`src/mpsl_params.svh`:
```
// constants for the mac port pin and strap latch block
`ifndef MPSL_PARAMS_SVH
`define MPSL_PARAMS_SVH
// timing
`define MPSL_CLK_PERIOD_NS  100
`define MPSL_LINK_PERIOD_NS 800
`define MPSL_LINK_HALF_CYC  ((`MPSL_LINK_PERIOD_NS) / (2 * `MPSL_CLK_PERIOD_NS))
// apb register offsets
`define MPSL_CTRL_OFS       12'h000
`define MPSL_STAT_OFS       12'h004
// control register fields and reset value
`define MPSL_CTRL_MII_BIT   0
`define MPSL_CTRL_WAKE_BIT  1
`define MPSL_CTRL_POL_BIT   14
`define MPSL_CTRL_RST       32'h00000000
// status register fields
`define MPSL_ST_ADDR_LSB    0
`define MPSL_ST_MODE_LSB    8
`define MPSL_ST_CLKEN_BIT   12
`define MPSL_ST_LED_BIT     13
`define MPSL_ST_GMII_BIT    14
`define MPSL_ST_NAND_BIT    15
`define MPSL_ST_DONE_BIT    16
// operating mode strap codes
`define MPSL_MODE_GMII      4'h1
`define MPSL_MODE_NAND      4'h4
// positions in the synchronised input vector
`define MPSL_IN_W           22
`define MPSL_IN_TXD         0
`define MPSL_IN_TXEN        8
`define MPSL_IN_TXER        9
`define MPSL_IN_GTX         10
`define MPSL_IN_MDC         11
`define MPSL_IN_MDIO        12
`define MPSL_IN_RXD         13
`define MPSL_IN_RXDV        17
`define MPSL_IN_RXCLK       18
`define MPSL_IN_LED2        19
`define MPSL_IN_LED1        20
`define MPSL_IN_REFCLK      21
`endif

```
`src/mpsl_pkg.sv`:
```
// types for the mac port pin and strap latch block
`default_nettype none
package mpsl_pkg;
  // strap latch sequencer, one-hot
  typedef enum logic [1:0] {
    MPSL_ST_LATCH = 2'b01,
    MPSL_ST_RUN   = 2'b10
  } mpsl_state_t;
endpackage
`default_nettype wire

```
`src/mpsl_top.sv`:
```
// mac facing pin mux, strap latch and apb control of the transceiver
//
// Notes on behaviour
// - gmii takes eight tx bits, mii four
// - mii drives upper rx data bits low
// - mii mode drives transmit clock out
// - rx clock driven, rx data aligned
// - rx error driven in both modes
// - carrier sense and collision driven always
// - straps captured at reset release
// - mode strap from rx data three..zero
// - mode 0001 gmii, 0100 nand tree
// - three bit station address from straps
// - upper two address bits always zero
// - clock enable strap on rx valid pin
// - reference clock out on led strap pin
// - interrupt output, polarity bit, default low
// - wake output asserts low on event
// - interrupt pin always actively driven
// - management data timed to management clock
// - management data output only after reset
// - reset active low with pull up
// - strap high enables reference clock out
// - strap high single led, low dual
//
// Local design decisions: the address map and the APB interface to the registers.
`timescale 1ns/1ps
`default_nettype none
`include "mpsl_params.svh"
module mpsl_top
  import mpsl_pkg::*;
(
  input  wire logic        pclk,
  input  wire logic        presetn,
  input  wire logic        psel,
  input  wire logic        penable,
  input  wire logic        pwrite,
  input  wire logic [11:0] paddr,
  input  wire logic [31:0] pwdata,
  output logic [31:0]      prdata,
  output logic             pready,
  output logic             pslverr,
  input  wire logic [7:0]  txd,
  input  wire logic        tx_en,
  input  wire logic        tx_er,
  input  wire logic        gtx_clk,
  output logic             tx_clk,
  output logic [7:4]       rxd_hi,
  input  wire logic [3:0]  rxd_lo_i,
  output logic [3:0]       rxd_lo_o,
  output logic [3:0]       rxd_lo_oe,
  input  wire logic        rx_dv_i,
  output logic             rx_dv_o,
  output logic             rx_dv_oe,
  output logic             rx_er,
  input  wire logic        rx_clk_i,
  output logic             rx_clk_o,
  output logic             rx_clk_oe,
  output logic             crs,
  output logic             col,
  input  wire logic        led2_i,
  output logic             led2_o,
  output logic             led2_oe,
  input  wire logic        led1_i,
  output logic             led1_o,
  output logic             led1_oe,
  input  wire logic        refclk_out_pin_i,
  output logic             refclk_out_pin_o,
  output logic             refclk_out_pin_oe,
  output logic             int_wake_out,
  input  wire logic        mdc,
  input  wire logic        mdio_i,
  output logic             mdio_o,
  output logic             mdio_oe,
  output logic [7:0]       core_txd,
  output logic             core_tx_en,
  output logic             core_tx_er,
  output logic             core_tx_strobe,
  input  wire logic [7:0]  core_rxd,
  input  wire logic        core_rx_dv,
  input  wire logic        core_rx_er,
  input  wire logic        core_crs,
  input  wire logic        core_col,
  output logic             core_rx_take,
  input  wire logic        core_irq,
  input  wire logic        core_wake,
  input  wire logic        core_led2,
  input  wire logic        core_led1,
  input  wire logic        core_mdio_out,
  input  wire logic        core_mdio_drive,
  output logic             core_mdc_rise,
  output logic             core_mdio_bit,
  output logic [4:0]       station_addr,
  output logic             strap_done
);

  // mode strap decode, used for status and for the gmii flag
  function automatic logic mode_is(input logic [3:0] m, input logic [3:0] c);
    mode_is = (m == c);
  endfunction

  // external inputs gathered for the three stage synchroniser
  wire logic [`MPSL_IN_W-1:0] pins_raw;
  assign pins_raw = {refclk_out_pin_i, led1_i, led2_i, rx_clk_i, rx_dv_i,
                     rxd_lo_i, mdio_i, mdc, gtx_clk, tx_er, tx_en, txd};

  logic [`MPSL_IN_W-1:0] sync1_ff;   // metastability catcher, read by sync2
  logic [`MPSL_IN_W-1:0] sync2_ff;   // second stage
  logic [`MPSL_IN_W-1:0] sync3_ff;   // third stage
  logic [`MPSL_IN_W-1:0] clean_ff;   // agreed value
  wire  logic [`MPSL_IN_W-1:0] agree;

  // a bit changes only once stages two and three agree
  assign agree = ~(sync2_ff ^ sync3_ff);

  // no reset here: the chain must track pin levels through reset so the
  // strap values are ready at the first edge after release
  always_ff @(posedge pclk) begin
    sync1_ff <= pins_raw;
    sync2_ff <= sync1_ff;
    sync3_ff <= sync2_ff;
    clean_ff <= (agree & sync3_ff) | (~agree & clean_ff);
  end

  // strap sequencer and latched straps
  mpsl_state_t state_ff;
  mpsl_state_t nxt_state;
  logic [3:0]  mode_strap_ff;        // op_select_strap_bit3..0
  logic [2:0]  addr_strap_ff;        // station_addr_strap
  logic        clken_strap_ff;       // refclk_out_enable_strap
  logic        led_strap_ff;         // indicator_style_strap
  wire  logic  latching;
  wire  logic  running;

  assign latching = (state_ff == MPSL_ST_LATCH);
  assign running  = (state_ff == MPSL_ST_RUN);

  // one pass through latch, then run until reset comes back
  always_comb begin
    case (state_ff)
      MPSL_ST_LATCH: nxt_state = MPSL_ST_RUN;
      MPSL_ST_RUN:   nxt_state = MPSL_ST_RUN;
      default:       nxt_state = MPSL_ST_LATCH;
    endcase
  end

  // presetn is the chip reset; its pull-up lives in the pad ring
  always_ff @(posedge pclk or negedge presetn) begin
    if (!presetn) begin
      state_ff <= MPSL_ST_LATCH;
    end else begin
      state_ff <= nxt_state;
    end
  end

  // capture straps on the first edge after release
  always_ff @(posedge pclk or negedge presetn) begin
    if (!presetn) begin
      mode_strap_ff  <= 4'h0;
      addr_strap_ff  <= 3'h0;
      clken_strap_ff <= 1'b0;
      led_strap_ff   <= 1'b0;
    end else if (latching) begin
      // only latch: later pin activity never touches these
      mode_strap_ff  <= clean_ff[`MPSL_IN_RXD +: 4];
      addr_strap_ff  <= {clean_ff[`MPSL_IN_RXCLK],
                         clean_ff[`MPSL_IN_LED2],
                         clean_ff[`MPSL_IN_LED1]};
      clken_strap_ff <= clean_ff[`MPSL_IN_RXDV];
      led_strap_ff   <= clean_ff[`MPSL_IN_REFCLK];
    end
  end

  // decoded mode; reserved codes leave both flags low
  wire logic gmii_ok;
  wire logic nand_mode;
  assign gmii_ok   = mode_is(mode_strap_ff, `MPSL_MODE_GMII);
  assign nand_mode = mode_is(mode_strap_ff, `MPSL_MODE_NAND);

  // upper address bits forced to zero
  assign station_addr = {2'b00, addr_strap_ff};
  assign strap_done   = running;

  // apb slave, zero wait states
  logic [31:0] ctrl_ff;              // mii select, wake select, polarity
  wire  logic  hit_ctrl;
  wire  logic  hit_stat;
  wire  logic  apb_acc;
  wire  logic  mii;
  wire  logic  wake_sel;
  wire  logic  int_pol;
  wire  logic [31:0] stat_word;

  assign apb_acc  = psel & penable;
  assign hit_ctrl = (paddr == `MPSL_CTRL_OFS);
  assign hit_stat = (paddr == `MPSL_STAT_OFS);
  assign mii      = ctrl_ff[`MPSL_CTRL_MII_BIT];
  assign wake_sel = ctrl_ff[`MPSL_CTRL_WAKE_BIT];
  assign int_pol  = ctrl_ff[`MPSL_CTRL_POL_BIT];   // 0 active low
  assign pready   = 1'b1;
  assign pslverr  = apb_acc & ~hit_ctrl & ~hit_stat;

  // status word shows latched straps and decoded mode
  assign stat_word = (32'(station_addr) << `MPSL_ST_ADDR_LSB)
                   | (32'(mode_strap_ff) << `MPSL_ST_MODE_LSB)
                   | (32'(clken_strap_ff) << `MPSL_ST_CLKEN_BIT)
                   | (32'(led_strap_ff) << `MPSL_ST_LED_BIT)
                   | (32'(gmii_ok) << `MPSL_ST_GMII_BIT)
                   | (32'(nand_mode) << `MPSL_ST_NAND_BIT)
                   | (32'(running) << `MPSL_ST_DONE_BIT);
  assign prdata = !psel ? 32'h00000000 :
                  hit_ctrl ? ctrl_ff :
                  hit_stat ? stat_word : 32'h00000000;

  // only the three defined control bits are writable
  always_ff @(posedge pclk or negedge presetn) begin
    if (!presetn) begin
      ctrl_ff <= `MPSL_CTRL_RST;
    end else if (apb_acc && pwrite && hit_ctrl) begin
      ctrl_ff <= pwdata & ((32'h1 << `MPSL_CTRL_MII_BIT)
                         | (32'h1 << `MPSL_CTRL_WAKE_BIT)
                         | (32'h1 << `MPSL_CTRL_POL_BIT));
    end
  end

  // link clock divider: 800 ns period from the 100 ns clock
  localparam int HALF = `MPSL_LINK_HALF_CYC;
  logic [3:0] div_ff;                // half period counter
  logic       link_clk_ff;           // divided clock level
  wire  logic div_tick;
  assign div_tick = (div_ff == 4'(HALF - 1));

  always_ff @(posedge pclk or negedge presetn) begin
    if (!presetn) begin
      div_ff      <= 4'h0;
      link_clk_ff <= 1'b0;
    end else begin
      div_ff      <= div_tick ? 4'h0 : div_ff + 4'h1;
      link_clk_ff <= div_tick ? ~link_clk_ff : link_clk_ff;
    end
  end

  // transmit clock out only in mii; gmii takes it from the mac
  assign tx_clk = running & mii & link_clk_ff;

  // transmit capture: gtx edge in gmii, own clock rise in mii
  logic gtx_prev_ff;                 // last clean gtx level
  logic mdc_prev_ff;                 // last clean mdc level
  wire  logic gtx_rise;
  wire  logic mii_rise;
  wire  logic tx_take;
  assign gtx_rise = clean_ff[`MPSL_IN_GTX] & ~gtx_prev_ff;
  assign mii_rise = div_tick & ~link_clk_ff;
  assign tx_take  = running & (mii ? mii_rise : gtx_rise);

  always_ff @(posedge pclk or negedge presetn) begin
    if (!presetn) begin
      gtx_prev_ff <= 1'b0;
      mdc_prev_ff <= 1'b0;
    end else begin
      gtx_prev_ff <= clean_ff[`MPSL_IN_GTX];
      mdc_prev_ff <= clean_ff[`MPSL_IN_MDC];
    end
  end

  // latch transmit word; tx error simply passes, as the mac drives it
  always_ff @(posedge pclk or negedge presetn) begin
    if (!presetn) begin
      core_txd       <= 8'h00;
      core_tx_en     <= 1'b0;
      core_tx_er     <= 1'b0;
      core_tx_strobe <= 1'b0;
    end else begin
      core_tx_strobe <= tx_take;
      if (tx_take) begin
        // upper nibble ignored in mii whatever the mac drives
        core_txd   <= {mii ? 4'h0 : clean_ff[`MPSL_IN_TXD + 4 +: 4],
                       clean_ff[`MPSL_IN_TXD +: 4]};
        core_tx_en <= clean_ff[`MPSL_IN_TXEN];
        core_tx_er <= clean_ff[`MPSL_IN_TXER];
      end
    end
  end

  // receive side: data changes as rx clock falls, stable at its rise
  wire logic rx_load;
  assign rx_load = running & div_tick & link_clk_ff;
  assign core_rx_take = rx_load;

  logic [7:0] rxd_ff;                // receive data toward mac
  logic       rx_dv_ff;              // receive data valid
  logic       rx_er_ff;              // receive error
  logic       crs_ff;                // carrier sense
  logic       col_ff;                // collision

  always_ff @(posedge pclk or negedge presetn) begin
    if (!presetn) begin
      rxd_ff   <= 8'h00;
      rx_dv_ff <= 1'b0;
      rx_er_ff <= 1'b0;
    end else if (rx_load) begin
      rxd_ff   <= {mii ? 4'h0 : core_rxd[7:4], core_rxd[3:0]};
      rx_dv_ff <= core_rx_dv;
      rx_er_ff <= core_rx_er;
    end
  end

  // carrier and collision are asynchronous to frames, follow each cycle
  always_ff @(posedge pclk or negedge presetn) begin
    if (!presetn) begin
      crs_ff <= 1'b0;
      col_ff <= 1'b0;
    end else begin
      crs_ff <= running & core_crs;
      col_ff <= running & core_col;
    end
  end

  assign rxd_hi   = rxd_ff[7:4];
  assign rxd_lo_o = rxd_ff[3:0];
  assign rx_dv_o  = rx_dv_ff;
  assign rx_er    = rx_er_ff;
  assign crs      = crs_ff;
  assign col      = col_ff;
  assign rx_clk_o = link_clk_ff;

  // shared strap pins stay released until the latch is done
  assign rxd_lo_oe = {4{running}};
  assign rx_dv_oe  = running;
  assign rx_clk_oe = running;
  assign led2_oe   = running;
  assign led1_oe   = running;
  assign led2_o    = core_led2;
  assign led1_o    = core_led1;

  // reference clock out, half pclk rate stand-in for the 125 MHz source
  logic refclk_ff;                   // free toggle
  always_ff @(posedge pclk or negedge presetn) begin
    if (!presetn) begin
      refclk_ff <= 1'b0;
    end else begin
      refclk_ff <= ~refclk_ff;
    end
  end
  assign refclk_out_pin_o  = refclk_ff;
  assign refclk_out_pin_oe = running & clken_strap_ff;

  // interrupt or wake, push-pull: no open-drain mode exists
  logic int_ff;                      // pin level
  wire  logic nxt_int;
  assign nxt_int = wake_sel ? ~core_wake
                            : (core_irq ? int_pol : ~int_pol);
  always_ff @(posedge pclk or negedge presetn) begin
    if (!presetn) begin
      int_ff <= 1'b1;                // idle high for default low polarity
    end else begin
      int_ff <= nxt_int;
    end
  end
  assign int_wake_out = int_ff;

  // management: data sampled on clean mdc rise
  logic mdio_bit_ff;                 // last sampled management bit
  assign core_mdc_rise = running & clean_ff[`MPSL_IN_MDC] & ~mdc_prev_ff;
  always_ff @(posedge pclk or negedge presetn) begin
    if (!presetn) begin
      mdio_bit_ff <= 1'b1;           // pulled-up idle level
    end else if (core_mdc_rise) begin
      mdio_bit_ff <= clean_ff[`MPSL_IN_MDIO];
    end
  end
  assign core_mdio_bit = mdio_bit_ff;
  // pin is an input with pull-up until after reset
  assign mdio_o  = core_mdio_out;
  assign mdio_oe = running & core_mdio_drive;
endmodule
`default_nettype wire

```
`config.mk`:
```
export PLATFORM = sky130hd
export DESIGN_NAME = mpsl_top
export DESIGN_NICKNAME = d
export VERILOG_FILES = /design/src/mpsl_pkg.sv /design/src/mpsl_top.sv
export VERILOG_INCLUDE_DIRS = /design/src
export SDC_FILE = /design/constraint.sdc
export NUM_CORES = 1
export LEC_CHECK = 0
export BUFFER_PORTS_ARGS = -buffer_cell sky130_fd_sc_hd__buf_4
export CORE_MARGIN = 3
export CORE_UTILIZATION = 36
export CTS_BUF_LIST = sky130_fd_sc_hd__clkbuf_8
export DETAILED_ROUTE_END_ITERATION = 6
export GPL_ROUTABILITY_DRIVEN = 0
export HOLD_SLACK_MARGIN = 0.02
export PLACE_DENSITY = 0.6
export SETUP_SLACK_MARGIN = 0.3
export SLEW_MARGIN = 20
export SYNTH_ARGS = -nofsm -noshare
export SYNTH_HDL_FRONTEND = slang
export SYNTH_SLANG_ARGS = --single-unit
```
`constraint.sdc`:
```
create_clock -name pclk -period 5.3 [get_ports pclk]
set_clock_uncertainty 0.15 [all_clocks]
set_input_delay 0.795 -clock pclk [delete_from_list [all_inputs] [get_ports pclk]]
set_output_delay 0.795 -clock pclk [all_outputs]
set_load 0.01 [all_outputs]
```
* Word-level counts from Yosys, hierarchy flattened
Index checks and enable logic that the tools add are counted.
** Word-level totals
- Bits in registers :: 135
- Input bits :: 89
- Logic and storage cells :: 83
** Cells by class
- Add/sub/neg operators :: 1
- Eq/ne operators :: 6
- Multiplexer cells :: 10
- Bitwise operators :: 36
- Reductions and logical operators :: 4
** Operator list (number)
- $mux W17 :: 3
- $and A22 B22 Y22 :: 2
- $not A22 Y22 :: 2
- $or A22 B22 Y22 :: 1
- $xor A22 B22 Y22 :: 1
- $or A16 B17 Y17 :: 1
- $and A1 B1 Y1 :: 16
- $or A15 B16 Y16 :: 1
- $or A14 B15 Y15 :: 1
- $or A13 B14 Y14 :: 1
- $or A12 B13 Y13 :: 1
- $eq A12 B3 Y1 const B :: 1
- $logic_not A12 Y1 :: 1
- $mux W4 :: 3
- $or A3 B12 Y12 :: 1
- $not A1 Y1 :: 8
- $add A4 B1 Y4 const B :: 1
- $eq A4 B1 Y1 const B :: 1
- $eq A4 B2 Y1 const B :: 1
- $eq A4 B3 Y1 const B :: 1
- $mux W1 :: 3
- $eq A2 B1 Y1 const B :: 1
- $eq A2 B2 Y1 const B :: 1
- $logic_and A1 B1 Y1 :: 2
- other kinds (2) :: 2

* Longest topological paths before layout
- Word-level depth :: 9
- Gate-level depth with buffers :: 6
- Gate-level depth less buffers :: 5

* Worst setup path after synthesis
No wires, ideal clock.
- Kind :: input to output
- Start point :: in paddr[9]
- End point :: out prdata[15]
- Arrival time :: 1.632 ns
- Data required time :: 4.355 ns
- Slack :: 2.723 ns
- Stages :: 4
- Cell sequence :: nor4_4 > and4_1 > buf_2 > and3_1
** On the way
- Word-level cells in the longest chain between the ends :: 4
** Ends and longest elaborated chain
- start: declaration :: line mpsl_top.sv:38 : input wire logic [11:0] paddr,
- $eq A12 B3 Y1 (no source line)
- $mux W17 :: line mpsl_top.sv:213 : hit_stat ? stat_word : 32'h00000000;
- $mux W17 (*) :: line mpsl_top.sv:212 : hit_ctrl ? ctrl_ff :
- $mux W17 (*) :: line mpsl_top.sv:211 : assign prdata = !psel ? 32'h00000000 :
- end: declaration :: line mpsl_top.sv:40 : output logic [31:0] prdata,
Every way passes the cells marked *; elsewhere a longest branch is shown, timed or not.

* Final worst setup path
- Start point :: reg state_ff[0]
- End point :: out core_rx_take
** On the way
- Word-level cells in the longest chain between the ends :: 3
** Ends and longest elaborated chain
- start: declaration :: line mpsl_top.sv:126 : mpsl_state_t state_ff;
- start signal: assignment :: line mpsl_top.sv:152 : state_ff <= nxt_state;
- $eq A2 B2 Y1 :: line mpsl_top.sv:136 : assign running = (state_ff == MPSL_ST_RUN);
- $and A1 B1 Y1 (2 in a row) :: line mpsl_top.sv:287 : assign rx_load = running & div_tick & link_clk_ff;
- end: declaration :: line mpsl_top.sv:84 : output logic core_rx_take,
Every way passes these cells.

==> metrics <==
outcome complete, no violations; crit path DAT 2230 ps; total number of vias 2465; first-pass GRT wire length between 10000 and 15000 um; YS warnings 0; vias in the first global route 2491; area grow syn2layout 26.0%; worst path required time 4360 ps; Initial Utilization 0.373; Final Hold Viols 0; share of layout cells above drive strength 1 0.388; Slew Limit Headroom 0.551; TritonCTS Buffers 17; Vert. Die Dim 118 um; Tcrit/Tclk final 0.599; Post-CTS Setup Bufs 0; Mean Syn Cell Area 15.2 um2; Die ar. 14000 um2; antenna-violating nets left 0; Commonest cells post-synth dfxtp_1 (66), dfrtp_1 (44), buf_4 (34); DR iter-0 viols 84; number of inserted diodes 0; Yosys cell types 42; Root Driver clkbuf_8; Syn Inst Count 299; critical path peak fanout 20; CP Class reg2out; final non-filler cell total 593; r2r setup slk between 2000 and 3000 ps; CP Capture Type output pin; count leader, synth dfxtp_1; Clock Latency Late Sink 430 ps; Max Clock Freq 315 MHz; drc violations 0; synthesized flop and latch total ~140; pins over their slew limit 0; LEAKAGE 2.58 nW; cts-stage hold buffer count 0; CTS H-Tree Depth 4; CP Launch Type flip-flop; largest net degree at the start of global routing 48; Hold Crit Class reg2reg; CTS tree yes; clock slew at reported path FFs 70 ps; CTS sink count 135; Top Ports around 170; antenna violations before repair 0; worst slew pin tran 673 ps; Mapped Area 4540 um2; CTS Buffer Depth 2; final wirelength between 7000 and 8000 um; Synth area leaders dfxtp_1 (29%), dfrtp_1 (24%), edfxtp_1 (15%); reg-to-reg startpoint state_ff[0]; Seq/Total Area, Yosys 0.697; Worst Reg-to-Reg Cells 5; Total Routing Usage GR 0.112; Max-cap violations 0; Synth Flop Type dfxtp_1; cts repair resizes 0; FILL cells 1114; DPL Wire Length between 5000 and 6000 um; Final Power 2.02 mW; nets@finish between 500 and 600; VDD IR-drop max 0.165 mV; Synth area leader dfxtp_1; WHS Endpoint sync2_ff[10]; hold_sp sync1_ff[10]; Yosys top cell area share 0.291; WHS Path Cells 0; DIE WIDTH 118 um; worst path cell trace inv_1 > ha_1 > and3_1 > buf_4; CP max stage cell ha_1; Via density 4.16; final worst slack 2120 ps; RSZ-0062 raised after global routing no; DRT Pass-1 Iters 4; Core Util, Final 0.470; slowest stage delay, CP 580 ps; per-cell routed wire length 12.3 um; Core Area 12200 um2; row count 40; Async SR Flop Fraction 0.348; Tmin final 3180 ps; number of synthesized flops with an enable pin 22; pre-CTS setup slack 2220 ps; reg2reg end core_txd[0]; final setup vio count 0; gr ovfl total 0; Pwr per Cell Area about 350 nW/um2; Buffers on Ports 113; setup tns final 0 ps; placed cell count about 560
[worst max-delay path: cells and delay by family, from the launching register on]
kind | cells | cell delay, ps
flops | 1 | 370
fa+ha+maj | 1 | 580
buf+inv | 2 | 260
simple gates | 1 | 580
[power by group]
part / total (mW) / internal (mW) / switching [mW]
Combinational: 0.148 / 0.0888 / 0.0595
Sequential: 1.14 / 1.11 / 0.0279
Clock: 0.726 / 0.368 / 0.358
Total: 2.02 / 1.57 / 0.445
[layout by cell type (no fill, tap or decap), types with 3 or more instances in the layout]
cell / Yosys / layout
o2bb2ai_1: 4 / 4
a22oi_1: 4 / 4
and3_1: 3 / 3
clkbuf_8: 0 / 18
mux2_4: 6 / 6
mux2_1: 14 / 14
clkinv_2: 0 / 8
dfxtp_1: 66 / 66
buf_4: 34 / 113
dfrtp_1: 44 / 44
conb_1: 2 / 23
edfxtp_1: 22 / 22
dfstp_2: 3 / 3
ha_1: 3 / 3
mux2i_1: 3 / 3
nor2_1: 6 / 6
xnor2_1: 24 / 24
mux2_2: 9 / 9
and2_1: 13 / 13
inv_1: 5 / 7
nor2b_1: 3 / 3
[stage by stage]
step / hold slack [ps] / cell area [um2]
finish: 177 / 5720
global route: 181 / 5720
CTS: 176 / 5720
detailed placement: 162 / 5380
global placement: 160 / 5380
floorplan: 160 / 4620
[layout make-up]
cell class,instances,area (um2),area share
Clock buffer,18,248,0.0433
Inverter,5,18.8,0.00328
Sequential cell,135,3160,0.553
Clock inverter,14,92.6,0.0162
Multi-Input combinational cell,140,1140,0.199
Tap cell,168,210,0.0368
Timing Repair Buffer,113,848,0.148
[cell families (layout without fill, tap and decap cells)]
family	after synthesis	in the layout	synth area share
xor+xnor	25	25	0.0482
other cells	2	23	0.00165
compound gates	13	13	0.0209
simple gates	44	44	0.0708
fa+ha+maj	3	3	0.00827
flops	135	135	0.697
mux	32	32	0.0835
buf+inv	45	150	0.0700
[worst max path at each step]
stage | endpoint | from
floorplan | prdata[15] | paddr[9]
global placement | prdata[15] | paddr[1]
detailed placement | prdata[15] | paddr[1]
CTS | core_rx_take | state_ff[0]
global route | core_rx_take | state_ff[0]
finish | core_rx_take | state_ff[0]
[per-layer routing]
layer	share of wire	global-route usage	vias to the layer above
met5	0	0	-
met4	0.022	0.0659	0
met3	0.076	0.0569	16
met2	0.51	0.181	86
met1	0.39	0.117	1183
li1	-	-	1180
Power figures use the tool's default switching activity.
